===== config.mk =====
export PLATFORM = sky130hd
export DESIGN_NAME = vpc_play_ctrl
export DESIGN_NICKNAME = d
export VERILOG_FILES = /design/src/inc/vpc_pkg.sv /design/src/rtl/vpc_rom_port.sv /design/src/rtl/vpc_play_ctrl.sv
export SDC_FILE = /design/constraint.sdc
export NUM_CORES = 1
export LEC_CHECK = 0
export ABC_CLOCK_PERIOD_IN_PS = 3650
export BUFFER_PORTS_ARGS = -buffer_cell sky130_fd_sc_hd__buf_2
export CORE_AREA = 2 2 126 128
export DETAILED_ROUTE_END_ITERATION = 12
export DIE_AREA = 0 0 128 130
export PLACE_DENSITY = 0.66
export SLEW_MARGIN = 10
export SYNTH_ARGS = -nofsm -noshare
export SYNTH_HDL_FRONTEND = slang
export SYNTH_SLANG_ARGS = --single-unit
export TNS_END_PERCENT = 1

===== constraint.sdc =====
create_clock -name core_clk_i -period 3.65 [get_ports core_clk_i]
set_clock_uncertainty 0.2 [all_clocks]
set_input_delay 0.365 -clock core_clk_i [delete_from_list [all_inputs] [get_ports core_clk_i]]
set_output_delay 0.365 -clock core_clk_i [all_outputs]
set_load 0.02 [all_outputs]

===== src/inc/vpc_pkg.sv =====
// Package with constants and carrier types for the voice playback control block
// How it works
// - Reset low forces standby, stops oscillator, grounds audio, latches the straps, clears other state.
// - Busy output is low during playback and high after power-on.
// - Oscillator type select high picks ceramic, low picks RC oscillation.
// - In standby pin two drives low; with RC, pin three drives high.
// - Falling edge of random input fetches random phrase address and plays.
// - During random playback the lowest phrase select bit is ignored.
// - Phrase trigger change waits 16 ms, latches address, then starts playback.
// - Host mode select low means standalone, high means microcontroller mode.
// - Internal busy low during playback except standby transition, and in the half-supply hold with sleep control high.
// - Standby indicator stays low while the oscillator runs.
// - Read strobe driven only while read select is low, floated otherwise.
// - 23-bit ROM address driven while read select low, floated otherwise.
// - ROM data sampled while read select low, forced low otherwise.
// - Sleep control low: standby 0.2 s after voice; high: hold half supply.
package vpc_pkg;
  localparam int unsigned CLK_HZ          = 125_000_000;
  localparam int unsigned CAPTURE_MS      = 16;
  localparam int unsigned SLEEP_MS        = 200;
  localparam int unsigned CAPTURE_CYC     = CLK_HZ / 1000 * CAPTURE_MS;
  localparam int unsigned SLEEP_CYC       = CLK_HZ / 1000 * SLEEP_MS;
  localparam int unsigned ROM_AW          = 23;
  localparam int unsigned ROM_DW          = 8;
  localparam int unsigned WAKE_CYC        = 16;
  localparam int unsigned READ_CYC        = 4;
  localparam logic [15:0] LFSR_SEED       = 16'hACE1;
  localparam logic [15:0] LFSR_TAPS       = 16'hB400;

  // Audio output level selection
  typedef enum logic [1:0] {AUD_GND, AUD_HALF, AUD_PLAY} vpc_aud_t;

  // External ROM pin group
  typedef struct packed {
    logic [ROM_AW-1:0] addr;
    logic              addr_oe;
    logic              strobe_n;
    logic              strobe_oe;
  } vpc_rom_t;

  // Oscillator pin group
  typedef struct packed {
    logic pin_two;
    logic pin_three;
    logic pin_three_oe;
    logic run;
  } vpc_osc_t;
endpackage : vpc_pkg


===== src/rtl/vpc_rom_port.sv =====
// External ROM read port with read-select gating
`timescale 1ns/1ps
module vpc_rom_port
  import vpc_pkg::*;
#(
  parameter int unsigned AW = 23,
  parameter int unsigned DW = 8
) (
  input  wire logic          core_clk_i,
  input  wire logic          sys_rst_i,
  input  wire logic          rd_req_i,
  input  wire logic [AW-1:0] rd_addr_i,
  input  wire logic          rom_read_select_n_i,
  input  wire logic [DW-1:0] rom_data_bus_i,
  output logic               rd_done_o,
  output logic [DW-1:0]      rd_data_o,
  output vpc_pkg::vpc_rom_t  rom_o
);
  import vpc_pkg::*;

  logic [2:0]    cnt_r;
  logic          act_r;
  logic [AW-1:0] addr_r;
  logic [DW-1:0] data_r;
  logic          done_r;

  // Read sequencer: strobe low for READ_CYC cycles, sample at end
  always_ff @(posedge core_clk_i) begin
    if (sys_rst_i) begin
      act_r  <= 1'b0;
      cnt_r  <= 3'h0;
      addr_r <= '0;
      done_r <= 1'b0;
    end else begin
      done_r <= 1'b0;
      if (!act_r && rd_req_i) begin
        act_r  <= 1'b1;
        cnt_r  <= 3'h0;
        addr_r <= rd_addr_i;
      end else if (act_r) begin
        if (cnt_r == 3'(READ_CYC - 1)) begin
          act_r  <= 1'b0;
          done_r <= 1'b1;
        end else begin
          cnt_r <= cnt_r + 3'h1;
        end
      end
    end
  end

  // Data capture; pull-downs give zero when deselected
  always_ff @(posedge core_clk_i) begin
    if (sys_rst_i) begin
      data_r <= '0;
    end else if (act_r && cnt_r == 3'(READ_CYC - 1)) begin
      data_r <= rom_read_select_n_i ? '0 : rom_data_bus_i;
    end
  end

  // Pin drive gated by read select
  always_comb begin
    rom_o.addr      = addr_r;
    rom_o.addr_oe   = !rom_read_select_n_i;
    rom_o.strobe_n  = !act_r;
    rom_o.strobe_oe = !rom_read_select_n_i;
  end

  assign rd_done_o = done_r;
  assign rd_data_o = data_r;
endmodule // vpc_rom_port


===== src/rtl/vpc_play_ctrl.sv =====
// Playback control: reset, standby, straps, phrase triggers, random play, ROM fetch
`timescale 1ns/1ps
module vpc_play_ctrl
  import vpc_pkg::*;
#(
  parameter int unsigned CAPTURE_CYCLES = CAPTURE_CYC,
  parameter int unsigned SLEEP_CYCLES   = SLEEP_CYC
) (
  input  wire logic              core_clk_i,
  input  wire logic              sys_rst_i,
  input  wire logic              reset_n_i,
  input  wire logic              osc_type_select_i,
  input  wire logic              host_mode_select_i,
  input  wire logic              random_play_n_i,
  input  wire logic [3:0]        phrase_trigger_inputs_i,
  input  wire logic [2:0]        phrase_select_inputs_i,
  input  wire logic              sleep_after_play_ctrl_i,
  input  wire logic              rom_read_select_n_i,
  input  wire logic [7:0]        rom_data_bus_i,
  output logic                   busy_n_o,
  output logic                   internal_busy_n_o,
  output logic                   standby_o,
  output logic                   ceramic_mode_o,
  output logic                   mcu_mode_o,
  output vpc_pkg::vpc_aud_t      audio_out_o,
  output logic [7:0]             sample_o,
  output logic                   sample_valid_o,
  output vpc_pkg::vpc_osc_t      osc_o,
  output logic [22:0]            rom_address_bus_o,
  output logic                   rom_address_bus_oe_o,
  output logic                   rom_strobe_n_o,
  output logic                   rom_strobe_oe_o
);
  import vpc_pkg::*;

  typedef enum logic [2:0] {ST_SLEEP, ST_WAKE, ST_IDLE, ST_FETCH, ST_PLAY, ST_TAIL} vpc_state_t;

  // Next LFSR value, used for stepping
  function automatic logic [15:0] lfsr_step(input logic [15:0] v);
    lfsr_step = v[0] ? ((v >> 1) ^ LFSR_TAPS) : (v >> 1);
  endfunction

  vpc_state_t   state_r;
  logic [31:0]  wait_r;
  logic [31:0]  tail_r;
  logic         cap_pend_r;
  logic [3:0]   trig_prev_r;
  logic         rnd_prev_r;
  logic         rnd_mode_r;
  logic [15:0]  lfsr_r;
  logic [6:0]   phrase_r;
  logic         start_r;
  logic         ceramic_r;
  logic         mcu_r;
  logic [22:0]  ptr_r;
  logic         rd_req_r;
  logic         rd_done;
  logic [7:0]   rd_data;
  logic [7:0]   sample_r;
  logic         sample_v_r;
  logic         busy_n_r;
  logic         internal_busy_n_n_r;
  vpc_aud_t     aud_r;
  logic         in_rst;
  logic         rnd_fall;
  logic         trig_chg;
  vpc_rom_t     rom;

  // Pin reset and core reset both initialise the block
  assign in_rst   = sys_rst_i || !reset_n_i;
  assign rnd_fall = rnd_prev_r && !random_play_n_i;
  assign trig_chg = trig_prev_r != phrase_trigger_inputs_i;

  // Strap capture while held in reset
  always_ff @(posedge core_clk_i) begin
    if (sys_rst_i) begin
      ceramic_r <= 1'b1;
      mcu_r     <= 1'b0;
    end else if (!reset_n_i) begin
      ceramic_r <= osc_type_select_i;
      mcu_r     <= host_mode_select_i;
    end
  end

  // Input edge history
  always_ff @(posedge core_clk_i) begin
    if (in_rst) begin
      trig_prev_r <= phrase_trigger_inputs_i;           // No false change after reset
      rnd_prev_r  <= 1'b1;
    end else begin
      trig_prev_r <= phrase_trigger_inputs_i;
      rnd_prev_r  <= random_play_n_i;
    end
  end

  // Random address generator runs freely
  always_ff @(posedge core_clk_i) begin
    if (in_rst) begin
      lfsr_r <= LFSR_SEED;
    end else begin
      lfsr_r <= lfsr_step(lfsr_r);
    end
  end

  // Phrase capture delay; a new change restarts the count
  always_ff @(posedge core_clk_i) begin
    if (in_rst) begin
      cap_pend_r <= 1'b0;
      wait_r     <= '0;
      start_r    <= 1'b0;
      phrase_r   <= 7'h00;
      rnd_mode_r <= 1'b0;
    end else begin
      start_r <= 1'b0;
      if (rnd_fall) begin
        rnd_mode_r <= 1'b1;
        phrase_r   <= {lfsr_r[6:4], phrase_select_inputs_i[2:1], lfsr_r[1:0]};
        start_r    <= 1'b1;
        cap_pend_r <= 1'b0;
      end else if (trig_chg) begin
        cap_pend_r <= 1'b1;
        wait_r     <= '0;
      end else if (cap_pend_r) begin
        if (wait_r == CAPTURE_CYCLES - 1) begin
          cap_pend_r <= 1'b0;
          start_r    <= 1'b1;
          rnd_mode_r <= !random_play_n_i;
          phrase_r   <= {phrase_trigger_inputs_i, phrase_select_inputs_i[2:1],
                         (random_play_n_i && !rnd_mode_r) ? phrase_select_inputs_i[0] : 1'b0};
        end else begin
          wait_r <= wait_r + 32'd1;
        end
      end
    end
  end

  // Playback state machine
  always_ff @(posedge core_clk_i) begin
    if (in_rst) begin
      state_r  <= ST_SLEEP;
      tail_r   <= '0;
      ptr_r    <= '0;
      rd_req_r <= 1'b0;
    end else begin
      rd_req_r <= 1'b0;
      case (state_r)
        ST_SLEEP: begin
          tail_r <= '0;
          if (start_r) begin
            state_r <= ST_WAKE;
          end
        end
        ST_WAKE: begin
          if (tail_r == WAKE_CYC - 1) begin
            state_r <= ST_FETCH;
            tail_r  <= '0;
          end else begin
            tail_r <= tail_r + 32'd1;
          end
        end
        ST_IDLE: begin
          if (start_r) begin
            state_r <= ST_FETCH;
          end else if (!sleep_after_play_ctrl_i) begin
            state_r <= ST_TAIL;
            tail_r  <= '0;
          end
        end
        ST_FETCH: begin
          ptr_r    <= {phrase_r, 16'h0000};
          rd_req_r <= 1'b1;
          state_r  <= ST_PLAY;
        end
        ST_PLAY: begin
          if (rd_done) begin
            if (rd_data == 8'hFF || ptr_r[15:0] == 16'hFFFF) begin
              state_r <= sleep_after_play_ctrl_i ? ST_IDLE : ST_TAIL;
              tail_r  <= '0;
            end else begin
              ptr_r    <= ptr_r + 23'h00_0001;
              rd_req_r <= 1'b1;
            end
          end
        end
        ST_TAIL: begin
          if (start_r) begin
            state_r <= ST_FETCH;
          end else if (sleep_after_play_ctrl_i) begin
            state_r <= ST_IDLE;
          end else if (tail_r == SLEEP_CYCLES - 1) begin
            state_r <= ST_SLEEP;
          end else begin
            tail_r <= tail_r + 32'd1;
          end
        end
        default: state_r <= ST_SLEEP;
      endcase
    end
  end

  // ROM read port
  vpc_rom_port #(
    .AW (ROM_AW),
    .DW (ROM_DW)
  ) u_rom (
    .core_clk_i          (core_clk_i),
    .sys_rst_i           (in_rst),
    .rd_req_i            (rd_req_r),
    .rd_addr_i           (ptr_r),
    .rom_read_select_n_i (rom_read_select_n_i),
    .rom_data_bus_i      (rom_data_bus_i),
    .rd_done_o           (rd_done),
    .rd_data_o           (rd_data),
    .rom_o               (rom)
  );

  // Sample output register
  always_ff @(posedge core_clk_i) begin
    if (in_rst) begin
      sample_r   <= 8'h00;
      sample_v_r <= 1'b0;
    end else begin
      sample_v_r <= rd_done && state_r == ST_PLAY && rd_data != 8'hFF;
      if (rd_done) begin
        sample_r <= rd_data;
      end
    end
  end

  // Status and audio level registers
  always_ff @(posedge core_clk_i) begin
    if (in_rst) begin
      busy_n_r  <= 1'b1;
      internal_busy_n_n_r <= 1'b1;
      aud_r     <= AUD_GND;
    end else begin
      busy_n_r  <= !(state_r == ST_WAKE || state_r == ST_FETCH || state_r == ST_PLAY);
      internal_busy_n_n_r <= !(state_r == ST_FETCH || state_r == ST_PLAY || state_r == ST_IDLE);
      case (state_r)
        ST_SLEEP: aud_r <= AUD_GND;
        ST_PLAY:  aud_r <= AUD_PLAY;
        default:  aud_r <= AUD_HALF;
      endcase
    end
  end

  // Oscillator pins and standby indicator
  always_comb begin
    osc_o.run          = state_r != ST_SLEEP && !in_rst;
    osc_o.pin_two      = osc_o.run;
    osc_o.pin_three    = !osc_o.run && !ceramic_r;
    osc_o.pin_three_oe = !ceramic_r;
  end

  assign standby_o            = !osc_o.run;
  assign busy_n_o             = busy_n_r;
  assign internal_busy_n_o    = internal_busy_n_n_r;
  assign audio_out_o          = aud_r;
  assign ceramic_mode_o       = ceramic_r;
  assign mcu_mode_o           = mcu_r;
  assign sample_o             = sample_r;
  assign sample_valid_o       = sample_v_r;
  assign rom_address_bus_o    = rom.addr;
  assign rom_address_bus_oe_o = rom.addr_oe;
  assign rom_strobe_n_o       = rom.strobe_n;
  assign rom_strobe_oe_o      = rom.strobe_oe;
endmodule // vpc_play_ctrl


; ---- Word level (Yosys, flattened, before mapping)
; Cells that the tools add are included.
[op_classes]
add_sub_neg = 4
n_eq_ne = 27
n_mux = 52
bitwise_logic = 4
n_reduce_logical = 40
[op_table]
columns = cell, n
row1 = two-way mux 32 bit, 11
row2 = case mux 32 bit (5 select lines), 1
row3 = adder 32 x 1 -> 32 bit (second input constant), 2
row4 = two-way mux 23 bit, 2
row5 = case mux 23 bit (2 select lines), 1
row6 = == test 32 x 21 -> 1 bit (second input constant), 1
row7 = == test 32 x 25 -> 1 bit (second input constant), 1
row8 = == test 32 x 4 -> 1 bit (second input constant), 1
row9 = two-way mux 3 bit, 10
row10 = two-way mux 7 bit, 4
row11 = adder 23 x 1 -> 23 bit (second input constant), 1
row12 = != test 2 bit (second input constant), 11
row13 = two-way mux 1 bit, 18
row14 = case mux 3 bit (6 select lines), 1
row15 = == test 16 bit (second input constant), 1
row16 = two-way mux 16 bit, 1
row17 = zero test 1 bit, 10
row18 = == test 3 x 2 -> 1 bit (second input constant), 3
row19 = AND reduction 3 bit, 3
row20 = == test 8 bit (second input constant), 1
row21 = logical AND 1 bit, 8
row22 = two-way mux 8 bit, 1
row23 = != test 8 bit (second input constant), 1
row24 = AND reduction 8 bit, 1
row25 = other kinds (20), 32
[word_totals]
regBits = 173

; ---- Longest topological paths before layout
[logic_depth]
word_depth = 7
ltp_mapped = 10
ltp_nobuf = 8

; ---- By module
; A second synthesis with hierarchy kept.
[hier_totals]
cells_unflattened = 954
area_unflattened_um2 = 8190.4
[by_module_without_submodules]
columns = module, n_inst, cells_per_inst, area_per_inst_um2, seq_area_each_um2
row1 = vpc_play_ctrl, 1, 790, 6857.8, 2742.6
row2 = vpc_rom_port, 1, 164, 1332.5, 720.7

; ---- Worst setup path after synthesis
; Ideal clock, no wire load.
[synth_path]
path_kind = reg2reg
start = register wait_r[0]
end = register phrase_r[0]
setup_ns = 0.128
arrival_ns = 2.204
t_required_ns = 3.322
setup_slack_ns = 1.118
path_stages_with_launch = 9
n_path_buf = 0
synth_period_minus_slack_ns = 2.532
path_cell_list = dfxtp_1 > ha_1 > and4b_1 > nand4_1 > or4_1 > nor3_4 > nor2_1 > a221oi_1 > nor2_1
[synth_via]
elab_chain_cells = 3
[synth_rtl]
columns = element, line
row1 = "start, declared", vpc_play_ctrl.sv:44  ; logic [31:0] wait_r;
row2 = "start signal, assigned", vpc_play_ctrl.sv:131  ; wait_r <= wait_r + 32'd1;
row3 = == test 32 x 21 -> 1 bit, vpc_play_ctrl.sv:124  ; if (wait_r == CAPTURE_CYCLES - 1) begin
row4 = nonzero test 2 bit (no line), --
row5 = AND reduction 3 bit (no line), --
row6 = "end signal, assigned", vpc_play_ctrl.sv:117  ; phrase_r <= {lfsr_r[6:4], phrase_select_inputs_i[2:1], lfsr_r[1:0]};
row7 = "end signal, assigned", vpc_play_ctrl.sv:128  ; phrase_r <= {phrase_trigger_inputs_i, phrase_select_inputs_i[2:1],
row8 = "end, declared", vpc_play_ctrl.sv:51  ; logic [6:0] phrase_r;
; Every way passes these cells.
; A chain may end at the register's enable or synchronous reset.

; ---- Final worst setup path
[layout_path]
start = register tail_r[0]
end = register tail_r[31]
[layout_via]
elab_chain_cells = 5
elab_cells_between_ends = 10
cone_classes = add/sub: 1 / eq/ne: 3 / mux: 5 / reduce/logical: 1
[layout_rtl]
columns = element, line
row1 = "start, declared", vpc_play_ctrl.sv:45  ; logic [31:0] tail_r;
row2 = "start signal, assigned", vpc_play_ctrl.sv:158  ; tail_r <= tail_r + 32'd1;
row3 = "start signal, assigned", vpc_play_ctrl.sv:193  ; tail_r <= tail_r + 32'd1;
row4 = adder 32 x 1 -> 32 bit, "vpc_play_ctrl.sv:158, vpc_play_ctrl.sv:193"
row5 = two-way mux 32 bit, vpc_play_ctrl.sv:190  ; end else if (tail_r == SLEEP_CYCLES - 1) begin
row6 = two-way mux 32 bit, vpc_play_ctrl.sv:188  ; end else if (sleep_after_play_ctrl_i) begin
row7 = two-way mux 32 bit, vpc_play_ctrl.sv:186  ; if (start_r) begin
row8 = case mux 32 bit (5 select lines), vpc_play_ctrl.sv:146  ; case (state_r)
; Several ways; a longest one is shown, not always the timed one. The select of a mux whose other input is x is not followed.

==> summary.txt <==
Pwr
  • Cell leakage power: 0.003043 uW
  • Final Power: 3939 uW
  • Pwr dens: 454.7 nW/um^2
  • Max IR drop VDD: 0.3430 mV

GRT
  • Total track usage: 0.2125
  • First-pass GRT wire length: 28.64 mm
  • Largest net degree at the start of global routing: 42
  • Total gr overflow: 0
  • Vias in the first global route: 5874
  • Initial antenna violation count: 0

Clocking
  • H-Tree Depth: 4
  • Clock Tree Root: clkbuf_16
  • Num CTS Buffers: 17
  • Worst skew pair latency: 0.43 ns
  • Clock Sink Count: 173
  • CTS tree: yes
  • Longest Clk Path Bufs: 2
  • Post-CTS setup repair buffer count: 0
  • Clk slew on worst S/H paths: 0.07 ns

Routing
  • Initial drt markers: 394
  • TritonRoute pass-1 iters: 4
  • Vias per cell: 5.483
  • Vias: 6349
  • Wirelength, routed: 16.89 mm
  • Top sig layer: met4
  • Wirelength per Cell: 14.59 microns
  • Met3 Routed Length: 851 microns
  • Post-route antenna net violation count: 0
  • WL met2: 7.570 mm
  • Met1 Wirelength: 8.274 mm
  • Post-route DRC: 0

Yosys
  • Sequential-to-total area share from yosys stat: 0.4610
  • Post-synth ARST share: 0
  • Synth top area cells: dfxtp_1 46%, nand2_1 5.8%, nor2_1 5.2%
  • EDFF count, synth: 0
  • Post-Synthesis Cells: 893
  • Post-Syn Area: 7512 sq um
  • Unique masters post-synth: 62
  • Yosys top cell by area: dfxtp_1
  • Prevailing post-synth register cell: dfxtp_1
  • YS warnings: 0
  • Syn avg cell area: 8.412 sq um
  • #FFs+latches synth: 173
  • Synth Net Count: 921
  • Yosys top cell area share: 0.4610

Cells and area
  • NumNets Final: 982
  • Synth-to-layout area growth: 15.31%
  • Fill count: 1427
  • Share of cells above drive strength 1: 0.1284
  • Inserted Diodes: 0

Placement
  • Pre-CTS WS: 0.7774 ns
  • Routability cong.: 0.8478
  • Final HPWL DP: 11.34 mm
  • Port Buffers: 68

STA
  • Crit share post-route: 0.7930
  • Fmax achieved: 0.3455 GHz
  • Setup ws final: 0.7557 ns
  • Slew Viols, Final: 0
  • Final setup viols: 0
  • Worst Max-Slew Pin Slew: 0.7827 ns
  • Unrepaired setup endpoints after global routing: false
  • Fin crit period: 2.894 ns
  • Fin Setup TNS: 0 ns
  • Slew HR: 0.4769
  • Final Hold Vio Count: 0

Floorplan
  • # rows: 46
  • Starting Density: 0.4870
  • Die W: 128 microns
  • IO Pins: 69
  • Core ar.: 15420 sq um
  • Die Area: 16640 sq um
  • Die height: 130 microns

Critical path
  • CP Class: reg -> reg
  • Data required, critical path: 3.77 ns
  • Worst Path Arrival: 3.02 ns
  • Worst Path Buf+Inv: 1
  • Crit-path slowest cell: or4b_1
  • Max incr delay on CP: 0.55 ns
  • Critical Path Fanout Max: 35
  • Crit path capture type: flop
  • Worst path top cell family by delay: simple AND/OR/NAND/NOR gates
  • Startpoint Class: flop
  • Crit path cell chain: ha_1 > nand2_1 > or4b_1 > nor3_1 > nor2_1 > o311ai_4 > buf_4 > nor3b_1 > a211o_1

Min path
  • Min-Delay Path Class: in -> reg

Job
  • Number of max-cap violations: 0

Outcome
  • Status: complete, no violations
state kept, by name (all words and copies together) (netlist names), 2 cells and up:
| signal | cells |
|---|---|
| u_rom.cnt_r | 3 |
| wait_r | 32 |
| state_r | 3 |
| phrase_r | 7 |
| audio_out_o | 2 |
| tail_r | 32 |
| u_rom.rd_data_o | 8 |
| u_rom.addr_r | 23 |
| trig_prev_r | 4 |
| lfsr_r | 16 |
| ptr_r | 23 |
| sample_o | 8 |
cells by family after synthesis:
kind of cell / share of synthesized area
multiplexers: 0.02265
AO/OA/AOI/OAI: 0.1361
XOR/XNOR: 0.05596
AND/OR/NAND/NOR: 0.2800
buffers and inverters: 0.03597
adder cells (fa/ha/maj): 0.008328
flip-flops: 0.4610
synthesized netlist by cell type (16+ instances only):
| library cell | number |
|---|---|
| nand3_1 | 54 |
| clkbuf_1 | 31 |
| o21ai_0 | 44 |
| xor2_1 | 35 |
| nor3_1 | 16 |
| nor2_1 | 104 |
| dfxtp_1 | 173 |
| nand4_1 | 27 |
| mux2i_1 | 17 |
| a21oi_1 | 64 |
| inv_1 | 17 |
| nand2_1 | 116 |
layout make-up:
type | instances | area [sq um] | share of cell area
multi-input combinational | 658 | 3789 | 0.4374
sequential | 173 | 3463 | 0.3998
timing repair buffer | 87 | 500.5 | 0.05778
clock buffer | 18 | 439.2 | 0.05070
tap | 192 | 240.2 | 0.02773
clock inverter | 13 | 166.4 | 0.01921
inverter | 17 | 63.81 | 0.007367
placed cells by master (no fill, tap or decap), drive strengths merged, types with 15 or more instances in the layout:
| master | Yosys | final |
|---|---|---|
| nor2 | 104 | 104 |
| nand4 | 27 | 27 |
| xor2 | 35 | 35 |
| nand2 | 116 | 116 |
| o21ai | 45 | 45 |
| a21oi | 64 | 64 |
| buf | 14 | 80 |
| clkbuf | 31 | 18 |
| dfxtp | 173 | 173 |
| nor3 | 18 | 18 |
| nand2b | 15 | 15 |
| inv | 17 | 19 |
| mux2i | 17 | 17 |
| nand3 | 55 | 55 |
through the flow:
stage,instances,utilization,cell area (sq um),hold slack [ns]
after floorplan,893,-,7512,0.1863
after global placement,1120,0.5178,7986,0.1925
after detailed placement,1120,0.5178,7986,0.1955
after CTS,1158,0.5616,8662,0.01805
after global routing,1158,0.5616,8662,0.02595
final,1158,0.5616,8662,0.02500
metal layers:
| metal | global-route usage | up-vias |
|---|---|---|
| met4 | 0.04977 | 0 |
| met5 | 0 | - |
| met2 | 0.3438 | 128 |
| li1 | - | 3286 |
| met1 | 0.2845 | 2917 |
| met3 | 0.05945 | 18 |
worst paths after layout:
kind / start / end / slack, ns / depth (start not counted)
worst max-delay path: tail_r[0] / tail_r[31] / 0.76 / 9
worst min-delay path: reset_n_i / ceramic_mode_o / 0.03 / 2
worst max register to register: tail_r[0] / tail_r[31] / 0.76 / 9
worst min register to register: lfsr_r[7] / lfsr_r[6] / 0.21 / 1
report_power, final:
group	switching [uW]	internal, uW	total [uW]
combinational	106	60.5	166
clock	758	1100	1850
sequential	12.5	1910	1920
total	876	3060	3940
timing repair:
item	in CTS	in global routing
endpoints found under the hold margin	8	0
hold buffers	7	0
resized for setup	0	0
endpoints found under the setup margin	0	0
Power figures use the tool's default switching activity.
